`src/core/sgc_pkg.sv`:
```
package sgc_pkg;
	// ************************************************************
	// register map
	// ************************************************************
	localparam logic [3:0] ADDR_START_CFG = 4'h0;
	localparam logic [3:0] ADDR_STOP_CFG  = 4'h1;
	localparam logic [3:0] ADDR_CLOCK_CFG = 4'h2;
	localparam logic [3:0] ADDR_ENA_CFG   = 4'h3;
	localparam logic [3:0] ADDR_STOP_CNT  = 4'h4;
	localparam logic [3:0] ADDR_CONTROL   = 4'h5;
	localparam logic [3:0] ADDR_STATUS    = 4'h6;
	localparam logic [3:0] ADDR_COUNT     = 4'h7;

	// ************************************************************
	// field positions
	// ************************************************************
	localparam int EDGE_BIT    = 0;
	localparam int SRC_BIT     = 1;
	localparam int CKMODE_LSB  = 0;
	localparam int CKSRC_BIT   = 2;
	localparam int ENA_EXT_BIT = 0;
	localparam int ENA_LOW_BIT = 1;
	localparam int SCNT_EN_BIT = 12;
	localparam int CTL_ARM_BIT = 0;
	localparam int CTL_FREE_BIT = 1;

	// ************************************************************
	// encodings and reset values
	// ************************************************************
	localparam logic       EDGE_RISE   = 1'b0;
	localparam logic       SRC_EXT     = 1'b0;
	localparam logic [1:0] CK_RISE     = 2'h0;
	localparam logic [1:0] CK_FALL     = 2'h1;
	localparam logic [1:0] CK_BOTH     = 2'h2;
	localparam logic [1:0] ENA_ALWAYS  = 2'h0;
	localparam logic [11:0] SCNT_RST   = 12'h000;
	localparam int          SCNT_W     = 12;
	localparam int          COUNT_W    = 16;

	typedef enum logic [1:0] {
		GS_IDLE,
		GS_ARMED,
		GS_OPEN
	} sgc_gate_e;
endpackage : sgc_pkg

```
`src/core/sgc_gate_ctrl.sv`:
```
`timescale 1ns/1ns
// Contract
// [RULE_01] start on chosen edge, lead or pod
// [RULE_02] stop on chosen edge, lead or pod
// [RULE_03] clock on rising, falling or both edges
// [RULE_04] clock source lead or pod, independent
// [RULE_05] external enable active at chosen level
// [RULE_06] always-enabled option ignores enable lead
// [RULE_07] stop counter ends gate at limit
// [RULE_08] power-up: rising edges, external leads
// [RULE_09] power-up: enable always true
// [RULE_10] selections volatile, reset restores defaults
// [RULE_11] selections hold last written value
// [RULE_12] gate spans start to stop event
// [RULE_13] stop counter disableable, limit 1..4095
// [RULE_14] gated clock needs gate and enable
// [RULE_15] stops outside gate are ignored
module sgc_gate_ctrl
	import sgc_pkg::*;
#(
	parameter int CNT_W = COUNT_W
)(
	input  wire logic             clk_i,
	input  wire logic             rst_i,
	input  wire logic             ce_i,
	input  wire logic [3:0]       addr_i,
	input  wire logic [15:0]      wdata_i,
	input  wire logic             wr_i,
	input  wire logic             rd_i,
	output logic      [15:0]      rdata_o,
	input  wire logic             external_start_lead_i,
	input  wire logic             external_stop_lead_i,
	input  wire logic             external_clock_lead_i,
	input  wire logic             external_enable_lead_i,
	input  wire logic             pod_sync_i,
	output logic                  gate_o,
	output logic                  gated_clk_o,
	output logic                  gate_done_o
);
	// ************************************************************
	// elaboration checks
	// ************************************************************
	if (CNT_W < 1 || CNT_W > 16)
	begin : g_chk
		$error("CNT_W must be 1..16");
	end

	// ************************************************************
	// state
	// ************************************************************
	typedef struct packed {
		logic [1:0]       start_cfg;
		logic [1:0]       stop_cfg;
		logic [2:0]       clock_cfg;
		logic [1:0]       ena_cfg;
		logic             scnt_en;
		logic [SCNT_W-1:0] scnt_lim;
		logic             free_run;
		logic [4:0]       sy1;
		logic [4:0]       sy2;
		logic [4:0]       prev;
		sgc_gate_e        gs;
		logic [SCNT_W-1:0] scnt;
		logic [CNT_W-1:0] count;
		logic             gate;
		logic             gclk;
		logic             done;
		logic [15:0]      rdata;
	} sgc_state_s;

	sgc_state_s st_r;
	sgc_state_s st_nxt;

	// edge of a sampled line; both-edge for clock handled by caller
	function automatic logic edge_hit(input logic cur, input logic old,
		input logic falling);
		edge_hit = falling ? (old & ~cur) : (~old & cur);
	endfunction : edge_hit

	// pod sync overrides the event's own lead when selected
	function automatic logic pick_line(input logic pod_sel,
		input logic [4:0] lines, input logic [2:0] lead_idx);
		pick_line = pod_sel ? lines[4] : lines[lead_idx];
	endfunction : pick_line

	logic [4:0] raw;
	logic start_ln, stop_ln, clk_ln, start_ev, stop_ev, clk_ev, ena_ok;
	logic clk_rise, clk_fall, lim_hit;

	assign raw = {pod_sync_i, external_enable_lead_i,
		external_clock_lead_i, external_stop_lead_i,
		external_start_lead_i};

	always_comb
	begin
		st_nxt = st_r;
		// two-flop synchroniser, then a history flop for edges
		st_nxt.sy1  = raw;
		st_nxt.sy2  = st_r.sy1;
		st_nxt.prev = st_r.sy2;
		st_nxt.gclk = 1'b0;
		st_nxt.done = 1'b0;
		st_nxt.rdata = 16'h0000;

		// ************************************************************
		// event selection
		// ************************************************************
		start_ln = pick_line(st_r.start_cfg[SRC_BIT], st_r.sy2, 3'h0);
		start_ev = edge_hit(start_ln,
			pick_line(st_r.start_cfg[SRC_BIT], st_r.prev, 3'h0),
			st_r.start_cfg[EDGE_BIT]); // [RULE_01]
		stop_ln = pick_line(st_r.stop_cfg[SRC_BIT], st_r.sy2, 3'h1);
		stop_ev = edge_hit(stop_ln,
			pick_line(st_r.stop_cfg[SRC_BIT], st_r.prev, 3'h1),
			st_r.stop_cfg[EDGE_BIT]); // [RULE_02]
		clk_ln = pick_line(st_r.clock_cfg[CKSRC_BIT], st_r.sy2,
			3'h2); // [RULE_04]
		clk_rise = edge_hit(clk_ln,
			pick_line(st_r.clock_cfg[CKSRC_BIT], st_r.prev, 3'h2), 1'b0);
		clk_fall = edge_hit(clk_ln,
			pick_line(st_r.clock_cfg[CKSRC_BIT], st_r.prev, 3'h2), 1'b1);
		case (st_r.clock_cfg[1:0]) // [RULE_03]
			CK_RISE: clk_ev = clk_rise;
			CK_FALL: clk_ev = clk_fall;
			CK_BOTH: clk_ev = clk_rise | clk_fall;
			default: clk_ev = clk_rise;
		endcase
		if (!st_r.ena_cfg[ENA_EXT_BIT])
			ena_ok = 1'b1; // [RULE_06]
		else
			ena_ok = st_r.sy2[3] ^ st_r.ena_cfg[ENA_LOW_BIT]; // [RULE_05]
		lim_hit = 1'b0;

		// ************************************************************
		// gate sequencer
		// ************************************************************
		case (st_r.gs)
			GS_IDLE:
			begin
				st_nxt.gate = st_r.free_run;
			end
			GS_ARMED:
			begin
				// stops before a start are dropped
				if (start_ev) // [RULE_15]
				begin
					st_nxt.gs    = GS_OPEN; // [RULE_12]
					st_nxt.gate  = 1'b1;
					st_nxt.scnt  = '0;
					st_nxt.count = '0;
				end
			end
			GS_OPEN:
			begin
				if (clk_ev && ena_ok) // [RULE_14]
				begin
					st_nxt.gclk  = 1'b1;
					st_nxt.count = st_r.count + 1'b1;
					st_nxt.scnt  = st_r.scnt + 1'b1;
					lim_hit = st_r.scnt_en && (st_r.scnt_lim != '0) &&
						(st_r.scnt + 1'b1 == st_r.scnt_lim); // [RULE_07] [RULE_13]
				end
				if (stop_ev || lim_hit) // [RULE_12]
				begin
					st_nxt.gs   = GS_IDLE;
					st_nxt.gate = st_r.free_run;
					st_nxt.done = 1'b1;
				end
			end
			default: st_nxt.gs = GS_IDLE;
		endcase
		// free-running mode counts every enabled clock while the sequencer is idle, not while armed
		if (st_r.free_run && st_r.gs == GS_IDLE && clk_ev && ena_ok)
		begin
			st_nxt.gclk  = 1'b1;
			st_nxt.count = st_r.count + 1'b1;
		end

		// ************************************************************
		// register port
		// ************************************************************
		if (wr_i) // [RULE_11]
		begin
			case (addr_i)
				ADDR_START_CFG: st_nxt.start_cfg = wdata_i[1:0];
				ADDR_STOP_CFG:  st_nxt.stop_cfg  = wdata_i[1:0];
				ADDR_CLOCK_CFG:
					if (wdata_i[1:0] != 2'h3)
						st_nxt.clock_cfg = wdata_i[2:0];
				ADDR_ENA_CFG:   st_nxt.ena_cfg   = wdata_i[1:0];
				ADDR_STOP_CNT:
				begin
					st_nxt.scnt_lim = wdata_i[SCNT_W-1:0];
					st_nxt.scnt_en  = wdata_i[SCNT_EN_BIT];
				end
				ADDR_CONTROL:
				begin
					st_nxt.free_run = wdata_i[CTL_FREE_BIT];
					if (wdata_i[CTL_ARM_BIT])
					begin
						st_nxt.gs   = GS_ARMED;
						st_nxt.gate = 1'b0;
					end
				end
				default: ;
			endcase
		end
		if (rd_i)
		begin
			case (addr_i)
				ADDR_START_CFG: st_nxt.rdata = {14'h0000, st_r.start_cfg};
				ADDR_STOP_CFG:  st_nxt.rdata = {14'h0000, st_r.stop_cfg};
				ADDR_CLOCK_CFG: st_nxt.rdata = {13'h0000, st_r.clock_cfg};
				ADDR_ENA_CFG:   st_nxt.rdata = {14'h0000, st_r.ena_cfg};
				ADDR_STOP_CNT:
					st_nxt.rdata = {3'h0, st_r.scnt_en, st_r.scnt_lim};
				ADDR_CONTROL:   st_nxt.rdata = {14'h0000, st_r.free_run, 1'b0};
				ADDR_STATUS:
					st_nxt.rdata = {12'h000, st_r.sy2[3], st_r.gate,
						st_r.gs == GS_OPEN, st_r.gs == GS_ARMED};
				ADDR_COUNT:
					st_nxt.rdata = 16'(st_r.count);
				default: st_nxt.rdata = 16'h0000;
			endcase
		end
	end

	always_ff @(posedge clk_i)
	begin
		if (rst_i)
		begin
			// power-up defaults, only the synchroniser flops survive a reset
			st_r           <= '0; // [RULE_10]
			// synchroniser keeps tracking the pins: a lead idling high
			// must not look like a fresh edge once reset lifts
			st_r.sy1       <= st_nxt.sy1;
			st_r.sy2       <= st_nxt.sy2;
			st_r.prev      <= st_nxt.prev;
			st_r.start_cfg <= {SRC_EXT, EDGE_RISE}; // [RULE_08]
			st_r.stop_cfg  <= {SRC_EXT, EDGE_RISE}; // [RULE_08]
			st_r.clock_cfg <= {SRC_EXT, CK_RISE}; // [RULE_08]
			st_r.ena_cfg   <= ENA_ALWAYS; // [RULE_09]
			st_r.scnt_lim  <= SCNT_RST;
			st_r.gs        <= GS_IDLE;
		end
		else if (ce_i)
			st_r <= st_nxt;
	end

	assign rdata_o     = st_r.rdata;
	assign gate_o      = st_r.gate;
	assign gated_clk_o = st_r.gclk;
	assign gate_done_o = st_r.done;
endmodule : sgc_gate_ctrl

```
`config.mk`:
```
export PLATFORM = sky130hd
export DESIGN_NAME = sgc_gate_ctrl
export DESIGN_NICKNAME = d
export VERILOG_FILES = /design/src/core/sgc_pkg.sv /design/src/core/sgc_gate_ctrl.sv
export SDC_FILE = /design/constraint.sdc
export NUM_CORES = 1
export LEC_CHECK = 0
export BUFFER_PORTS_ARGS = -buffer_cell sky130_fd_sc_hd__buf_2
export CORE_MARGIN = 2
export CORE_UTILIZATION = 50
export DETAILED_ROUTE_END_ITERATION = 7
export GPL_ROUTABILITY_DRIVEN = 0
export GPL_TIMING_DRIVEN = 0
export HOLD_SLACK_MARGIN = 0.15
export PLACE_DENSITY_LB_ADDON = 0.15
export SKIP_CTS_REPAIR_TIMING = 1
export SKIP_LAST_GASP = 1
export SLEW_MARGIN = 0
export SYNTH_ARGS = -nofsm -noshare
export SYNTH_HDL_FRONTEND = slang
export SYNTH_SLANG_ARGS = --single-unit
```
`constraint.sdc`:
```
create_clock -name clk_i -period 2.3 [get_ports clk_i]
set_input_delay 0.46 -clock clk_i [delete_from_list [all_inputs] [get_ports clk_i]]
set_output_delay 0.46 -clock clk_i [all_outputs]
set_load 0.05 [all_outputs]
```
==> summary.md, run 1 <==
| Metric | Value |
|---|---|
| Count of filler cells inserted in the layout | 847 |
| Number of maximum-capacitance constraint violations | 0 |
| Hold violation count in the final report | 0 |
| Post-detailed-route wirelength per cell | 16.7 um |
| Flip-flop and latch count after synthesis | 86 |
| Multi-input gate area | 0.00253 mm^2 |
| Crit-path max FO | 7 |
| Total congestion overflow | 0 |
| Routing usage on met3 | 0.0474 |
| Synthesized area divided by synthesized cell count | 8.33 um^2 |
| PortBufs | 41 |
| Global-route usage over all layers | 0.249 |
| N_diodes | 0 |
| Clk_lat worst skew | 370 ps |
| Global Route met1 Usage | 0.346 |
| Reg-to-reg slack, setup | -310 ps |
| Syn nets | 591 |
| Number of global-route vias before repair | 3936 |
| Post-detailed-routing wire length | 12.3 mm |
| Bufs on Longest Clock Path | 2 |
| CTS tree | done |
| Cells along the critical path | mux2i_2 -> inv_1 -> ha_1 -> nand2b_4 -> a32oi_4 -> a32o_2 -> nand2_4 -> or4b_1 -> a21oi_1 |
| Final critical-path share of the clock period | 1.14 |
| Arrival @ worst endpoint | 2920 ps |
| Clock transition at the registers of the reported paths | 110 ps |
| Global-route layer with the greatest usage | met2 |
| Area of the die | 0.0100 mm^2 |
| Routed via count | 4221 |
| Y dimension of the die | 100 um |
| Total leakage power | 2.05 nW |
| Worst slew margin relative to its limit | 0.498 |
| Cell family contributing the most delay on the critical path | compound AO/OA/AOI/OAI gates |
| Horizontal die dimension | 100 um |
| Starting DRC count in detailed routing | 266 |
| Std cell rows | 35 |
| Category of the most critical setup path | flop to flop |
| Worst path buffer plus inverter count | 1 |
| Starting Density | 0.507 |
| Share of cells above drive strength 1 | 0.205 |
| Number of flops mapped to enable cells by yosys | 14 |
| Hold Crit Class | input pin to flop |
| Worst r2r dst | st_r[31]$_SDFFE_PP0P_ |
| Post-route setup slack | -313 ps |
| Max IR drop VDD | 0.300 mV |
| Number of iterations in the first detailed-routing pass | 5 |
| Dominant synthesized flop cell | sky130_fd_sc_hd__dfxtp_1 |
| Status | finished, violations left |
| Required arrival time at the worst endpoint | 2600 ps |
| Final routed DRC violation total | 0 |
| Buffer cell driving the clock tree root | sky130_fd_sc_hd__clkbuf_8 |
| Clk_skew | 16.2 ps |
| Slowest cell delay on critical path | 510 ps |
| Standard cell core area | 0.00911 mm^2 |
| Critical Path Source Type | flop |
| Setup-violating endpoint count in the final report | 32 |
| Number of max-slew violations in the final report | 0 |
| Met2 layer usage reported by global route | 0.400 |
| Pin count of the biggest net entering global routing | 18 |
| Cts bufs inserted | 9 |
| Tot Pwr | 0.00291 W |
| Count of cells along the worst register-to-register path | 9 |
| Min-Delay Endpoint | st_r[71]$_SDFFE_PP0P_ |
| Mapped cell area | 0.00462 mm^2 |
| Count of cell types in the netlist | 63 |
| Post-DR vias/cell | 5.75 |
| Share of synthesized flip-flops with an asynchronous set or reset | 0 |
| Register cell area after layout | 0.00186 mm^2 |
| Layout overhead on the synthesized area | 16.6% |
| Slowest cell on crit path | sky130_fd_sc_hd__or4b_1 |
| Max H-tree Level | 3 |
| Initial antenna violation count | 0 |
| Failing checks | negative setup slack |
| Antenna-violating nets left | 0 |
| Category of the worst setup path capture point | flop |
| Worst hold path stage count | 3 |
| Hold_sp | wdata_i[6] |
| Pwr dens | 540 mW/mm^2 |
| Post-synthesis sequential area ratio | 0.403 |
| Final nets | 654 |
| Shortest clock period the worst path allows after layout | 2610 ps |
| Worst reg2reg startpoint | st_r[82]$_SDFFE_PP0P_ |
| Number of primary I/O pins | 49 |
| First-pass GRT wire length | 19.6 mm |
| Depth of the critical timing path with buffers and inverters included | 9 |
| RSZ-0062 raised after global routing | yes |
| Post-synthesis instance total | 555 |
| Clock sink total | 86 |
| Final-layout setup total negative slack | -5570 ps |
| Achievable clock frequency | 0.383 GHz |
| HPWL after DPL | 8.81 mm |
| Count of yosys warnings during synthesis | 0 |
| Actual slew at the worst max-slew pin | 746 ps |
[report_power, final]
part / switching, W / internal, W / leakage [nW]
clock: 0.000625 / 0.000483 / 0.0993
combinational: 0.000141 / 0.0000810 / 1.22
sequential: 0.0000173 / 0.00156 / 0.728
total: 0.000783 / 0.00213 / 2.05
[cells by family (layout without fill, tap and decap cells)]
family | Yosys count | count (layout) | synth area share
buf+inv | 64 | 131 | 0.0755
simple gates | 239 | 239 | 0.264
mux | 11 | 11 | 0.0265
flops | 86 | 86 | 0.403
fa+ha+maj | 6 | 6 | 0.0162
xor+xnor | 29 | 29 | 0.0550
compound gates | 120 | 121 | 0.159
[how the worst max path moves through the flow]
stage	slack [ps]	to	from
5_1_grt	-410	st_r[31]$_SDFFE_PP0P_	st_nxt[53]$_DFFE_PP_
3_3_place_gp	-340	st_r[24]$_SDFFE_PP0P_	st_r[82]$_SDFFE_PP0P_
2_1_floorplan	9	st_r[33]$_SDFFE_PP0P_	st_nxt[53]$_DFFE_PP_
3_5_place_dp	-440	st_r[21]$_SDFFE_PP0P_	st_r[82]$_SDFFE_PP0P_
6_report	-310	st_r[31]$_SDFFE_PP0P_	st_r[82]$_SDFFE_PP0P_
4_1_cts	-450	st_r[21]$_SDFFE_PP0P_	st_nxt[53]$_DFFE_PP_
[through the flow]
step	util	setup slack (ps)	area [um^2]	hold slack [ps]	instances
CTS	0.571	-454	5200	325	723
detailed placement	0.548	-435	4990	448	707
floorplan	-	8.89	4650	426	555
global placement	0.548	-340	4990	439	707
finish	0.591	-313	5390	330	734
global route	0.591	-413	5390	326	734
[per-layer routing]
metal	vias up	wire, um
met5	-	0
met4	0	202
met3	22	719
met2	136	5690
met1	1989	5650
li1	2074	-
[state kept, by name, indices dropped and copies added (netlist names)]
name         count
gate_done_o      1
gate_o           1
gated_clk_o      1
rdata_o         16
st_nxt          10
st_r            57
[cell usage after synthesis, types with 3 or more instances]
cell type / instances / share of area
sky130_fd_sc_hd__mux2i_1: 10 / 0.022
sky130_fd_sc_hd__buf_6: 5 / 0.012
sky130_fd_sc_hd__buf_2: 5 / 0.0054
sky130_fd_sc_hd__nor2_1: 46 / 0.037
sky130_fd_sc_hd__nand2_1: 69 / 0.056
sky130_fd_sc_hd__and2_1: 4 / 0.0054
sky130_fd_sc_hd__nor3_1: 11 / 0.012
sky130_fd_sc_hd__nand2b_1: 8 / 0.011
sky130_fd_sc_hd__a22oi_1: 10 / 0.016
sky130_fd_sc_hd__xnor2_1: 13 / 0.025
sky130_fd_sc_hd__buf_1: 3 / 0.0024
sky130_fd_sc_hd__a31oi_1: 7 / 0.0095
sky130_fd_sc_hd__or3_1: 6 / 0.0081
sky130_fd_sc_hd__or4_1: 3 / 0.0049
sky130_fd_sc_hd__nand4_1: 17 / 0.023
sky130_fd_sc_hd__nor2b_1: 21 / 0.028
sky130_fd_sc_hd__dfxtp_1: 72 / 0.31
sky130_fd_sc_hd__and3_1: 6 / 0.0081
sky130_fd_sc_hd__xor2_1: 16 / 0.030
sky130_fd_sc_hd__nand3_1: 20 / 0.022
sky130_fd_sc_hd__edfxtp_1: 14 / 0.091
sky130_fd_sc_hd__nand4b_1: 3 / 0.0057
sky130_fd_sc_hd__o21ai_0: 29 / 0.031
sky130_fd_sc_hd__clkbuf_1: 20 / 0.016
sky130_fd_sc_hd__o21a_1: 4 / 0.0065
sky130_fd_sc_hd__a21oi_1: 46 / 0.050
sky130_fd_sc_hd__inv_1: 13 / 0.011
sky130_fd_sc_hd__nor4_1: 8 / 0.011
sky130_fd_sc_hd__ha_1: 6 / 0.016
sky130_fd_sc_hd__buf_4: 17 / 0.028
sky130_fd_sc_hd__and4_1: 3 / 0.0057
[area by class of cell]
class | instances | area share
inverters | 13 | 0.00906
clock buffers | 10 | 0.0276
plain buffers | 50 | 0.0574
clock inverters | 6 | 0.0111
flip-flops and latches | 86 | 0.346
repair buffers | 52 | 0.0534
multi-input cells | 406 | 0.470
well taps | 111 | 0.0258
[cell usage in the layout, fill, tap and decap left out, drive strengths merged, types with 7 or more instances in the layout]
master	netlist	layout
nor2	46	46
nor4	8	8
nand4	17	17
buf	30	81
nand3	20	20
nor2b	21	21
xnor2	13	13
a31oi	7	7
a22oi	10	10
o21ai	30	31
dfxtp	72	72
mux2i	10	10
edfxtp	14	14
xor2	16	16
and3	8	8
clkbuf	21	31
nand2	70	70
a21oi	46	46
inv	13	16
nor3	11	11
nand2b	8	8
[worst reg2reg max path, delay by kind of cell, from the launching register on]
| family | cells | cell delay (ps) |
|---|---|---|
| buffers and inverters | 1 | 70 |
| AND/OR/NAND/NOR | 3 | 770 |
| flip-flops | 1 | 410 |
| multiplexers | 1 | 240 |
| adder cells (fa/ha/maj) | 1 | 280 |
| AO/OA/AOI/OAI | 3 | 800 |
Power figures use the tool's default switching activity.
==> inputs of run 2 (changes only) <==
--- a/config.mk
+++ b/config.mk
@@ -6,8 +6,10 @@
 export NUM_CORES = 1
 export LEC_CHECK = 0
 export BUFFER_PORTS_ARGS = -buffer_cell sky130_fd_sc_hd__buf_2
+export CELL_PAD_IN_SITES_DETAIL_PLACEMENT = 1
+export CELL_PAD_IN_SITES_GLOBAL_PLACEMENT = 2
 export CORE_MARGIN = 2
-export CORE_UTILIZATION = 50
+export CORE_UTILIZATION = 32
 export DETAILED_ROUTE_END_ITERATION = 7
 export GPL_ROUTABILITY_DRIVEN = 0
 export GPL_TIMING_DRIVEN = 0
==> run 2 against run 1 <==
- the flow still finishes with violations (negative setup slack)
- combinational power grew 5%
- worst setup slack better by 3.1 ps
- flip-flop and latch count did not move
==> summary.md, run 2 (synthesis gave the netlist of run 1 again) <==
| Metric | Value |
|---|---|
| Cts bufs inserted | 9 |
| Clk_lat worst skew | 350 ps |
| Pwr dens | 575 mW/mm^2 |
| Max IR drop VDD | 0.410 mV |
| Critical Path Source Type | flop |
| Horizontal die dimension | 124 um |
| Number of max-slew violations in the final report | 0 |
| Required arrival time at the worst endpoint | 2570 ps |
| Shortest clock period the worst path allows after layout | 2610 ps |
| Leading cell types in the layout, fill and taps excluded | 71 x sky130_fd_sc_hd__dfxtp_1, 68 x sky130_fd_sc_hd__nand2_1, 45 x sky130_fd_sc_hd__buf_2, 45 x sky130_fd_sc_hd__nor2_1, 42 x sky130_fd_sc_hd__a21oi_1 |
| RSZ-0062 raised after global routing | yes |
| Total leakage power | 2.10 nW |
| Clock sink total | 86 |
| Cells along the critical path | mux2i_2 -> inv_1 -> ha_1 -> nand2b_4 -> a32oi_4 -> a32o_2 -> nand2_4 -> buf_4 -> or3_1 -> a21oi_1 |
| Routed via count | 4215 |
| Multi-input gate area | 0.00256 mm^2 |
| Antenna-violating nets left | 0 |
| Post-route setup slack | -310 ps |
| First-pass GRT wire length | 23.0 mm |
| Final routed DRC violation total | 0 |
| Starting DRC count in detailed routing | 221 |
| Category of the worst setup path capture point | flop |
| Standard cell core area | 0.0140 mm^2 |
| Status | finished, violations left |
| Pin count of the biggest net entering global routing | 15 |
| Hold violation count in the final report | 0 |
| HPWL after DPL | 11.0 mm |
| Count of filler cells inserted in the layout | 1693 |
| Post-detailed-route wirelength per cell | 18.6 um |
| Max FFs per register | 57 |
| Std cell rows | 43 |
| Y dimension of the die | 124 um |
| Global-route usage over all layers | 0.200 |
| Post-detailed-routing wire length | 14.9 mm |
| PortBufs | 41 |
| Number of iterations in the first detailed-routing pass | 4 |
| Tot Pwr | 0.00322 W |
| Arrival @ worst endpoint | 2880 ps |
| Clock transition at the registers of the reported paths | 70 ps |
| Clk_skew | 8.46 ps |
| Setup-violating endpoint count in the final report | 32 |
| Hold Crit Class | input pin to flop |
| Worst setup timing slack at the placement stage | -573 ps |
| Slowest cell on crit path | sky130_fd_sc_hd__dfxtp_4 |
| Buffer cell driving the clock tree root | sky130_fd_sc_hd__clkbuf_16 |
| Share of cells above drive strength 1 | 0.215 |
| Register bank with the most flops | st_r |
| Crit-path max FO | 5 |
| Max H-tree Level | 3 |
| Category of the most critical setup path | flop to flop |
| Layout overhead on the synthesized area | 21.4% |
| Failing checks | negative setup slack |
| Commonest non-fill, non-tap cell in the layout | sky130_fd_sc_hd__dfxtp_1 |
| Slowest cell delay on critical path | 380 ps |
| Initial antenna violation count | 0 |
| Final critical-path share of the clock period | 1.13 |
| Number of global-route vias before repair | 4158 |
| Achievable clock frequency | 0.383 GHz |
| Actual slew at the worst max-slew pin | 822 ps |
| Placed cell areas | 0.00508 mm^2 |
| Number of primary I/O pins | 49 |
| Final non-filler cell area | 0.00561 mm^2 |
| Register cell area after layout | 0.00187 mm^2 |
| Worst slew margin relative to its limit | 0.447 |
| Number of maximum-capacitance constraint violations | 0 |
| Area of the die | 0.0154 mm^2 |
| Total congestion overflow | 0 |
| Starting Density | 0.330 |
| Final nets | 654 |
| N_diodes | 0 |
| Post-DR vias/cell | 5.26 |
| CTS tree | done |
| Bufs on Longest Clock Path | 2 |
## run 2: changes by cell type in the layout (fill, tap and decap cells not counted), moves of 2 or more
cell / change
sky130_fd_sc_hd__a21oi_1: -2
sky130_fd_sc_hd__a21oi_2: +2
sky130_fd_sc_hd__buf_4: -2
sky130_fd_sc_hd__buf_6: +2
sky130_fd_sc_hd__clkbuf_16: +9
sky130_fd_sc_hd__clkbuf_4: -2
sky130_fd_sc_hd__clkbuf_8: -8
sky130_fd_sc_hd__nand3_1: -2
sky130_fd_sc_hd__nand3_2: +2
sky130_fd_sc_hd__o21ai_2: -2
## run 2: cell type report
class,count,area share
multi-input combinational,405,0.456
sequential,86,0.333
timing repair buffer,53,0.0571
buffer,50,0.0560
clock buffer,11,0.0435
tap,180,0.0402
inverter,13,0.00870
clock inverter,4,0.00558
## run 2: worst max-delay path: cells and delay by family, from the launching register on
kind | cells | cell delay (ps)
AOI/OAI and AO/OA | 3 | 810
adders and majority gates | 1 | 270
buffers and inverters | 2 | 230
DFF | 1 | 380
muxes | 1 | 260
and+or+nand+nor | 3 | 580
## run 2: path summary, 6_finish.rpt
| path | startpoint | endpoint | slack (ps) | cells after the start |
|---|---|---|---|---|
| min reg2reg | rdata_o[7]$_SDFFE_PP0P_ | rdata_o[7]$_SDFFE_PP0P_ | 460 | 2 |
| max | st_r[82]$_SDFFE_PP0P_ | st_r[19]$_SDFFE_PP0P_ | -310 | 10 |
| min | wdata_i[4] | st_r[69]$_SDFFE_PP0P_ | 350 | 3 |
| max reg2reg | st_r[82]$_SDFFE_PP0P_ | st_r[19]$_SDFFE_PP0P_ | -310 | 10 |
## run 2: per-layer routing
metal,track usage,routed length [um]
met1,0.270,7160
met2,0.321,6930
met3,0.0385,596
met4,0.0604,216
met5,0,0
## run 2: stage by stage
| stage | setup TNS [ps] | util | hold WS, ps | std cells |
|---|---|---|---|---|
| 5_1_grt | -11830 | 0.401 | 358 | 802 |
| 3_3_place_gp | -9270 | 0.363 | 445 | 776 |
| 3_5_place_dp | -13180 | 0.363 | 453 | 776 |
| 4_1_cts | -10180 | 0.383 | 339 | 791 |
| 2_1_floorplan | 0 | - | 426 | 555 |
| 6_report | -6100 | 0.401 | 350 | 802 |
## run 2: power by group
part	switching, W	internal, W	leakage [nW]
clock network	0.000644	0.000768	0.136
registers	0.0000176	0.00156	0.728
logic	0.000150	0.0000823	1.23
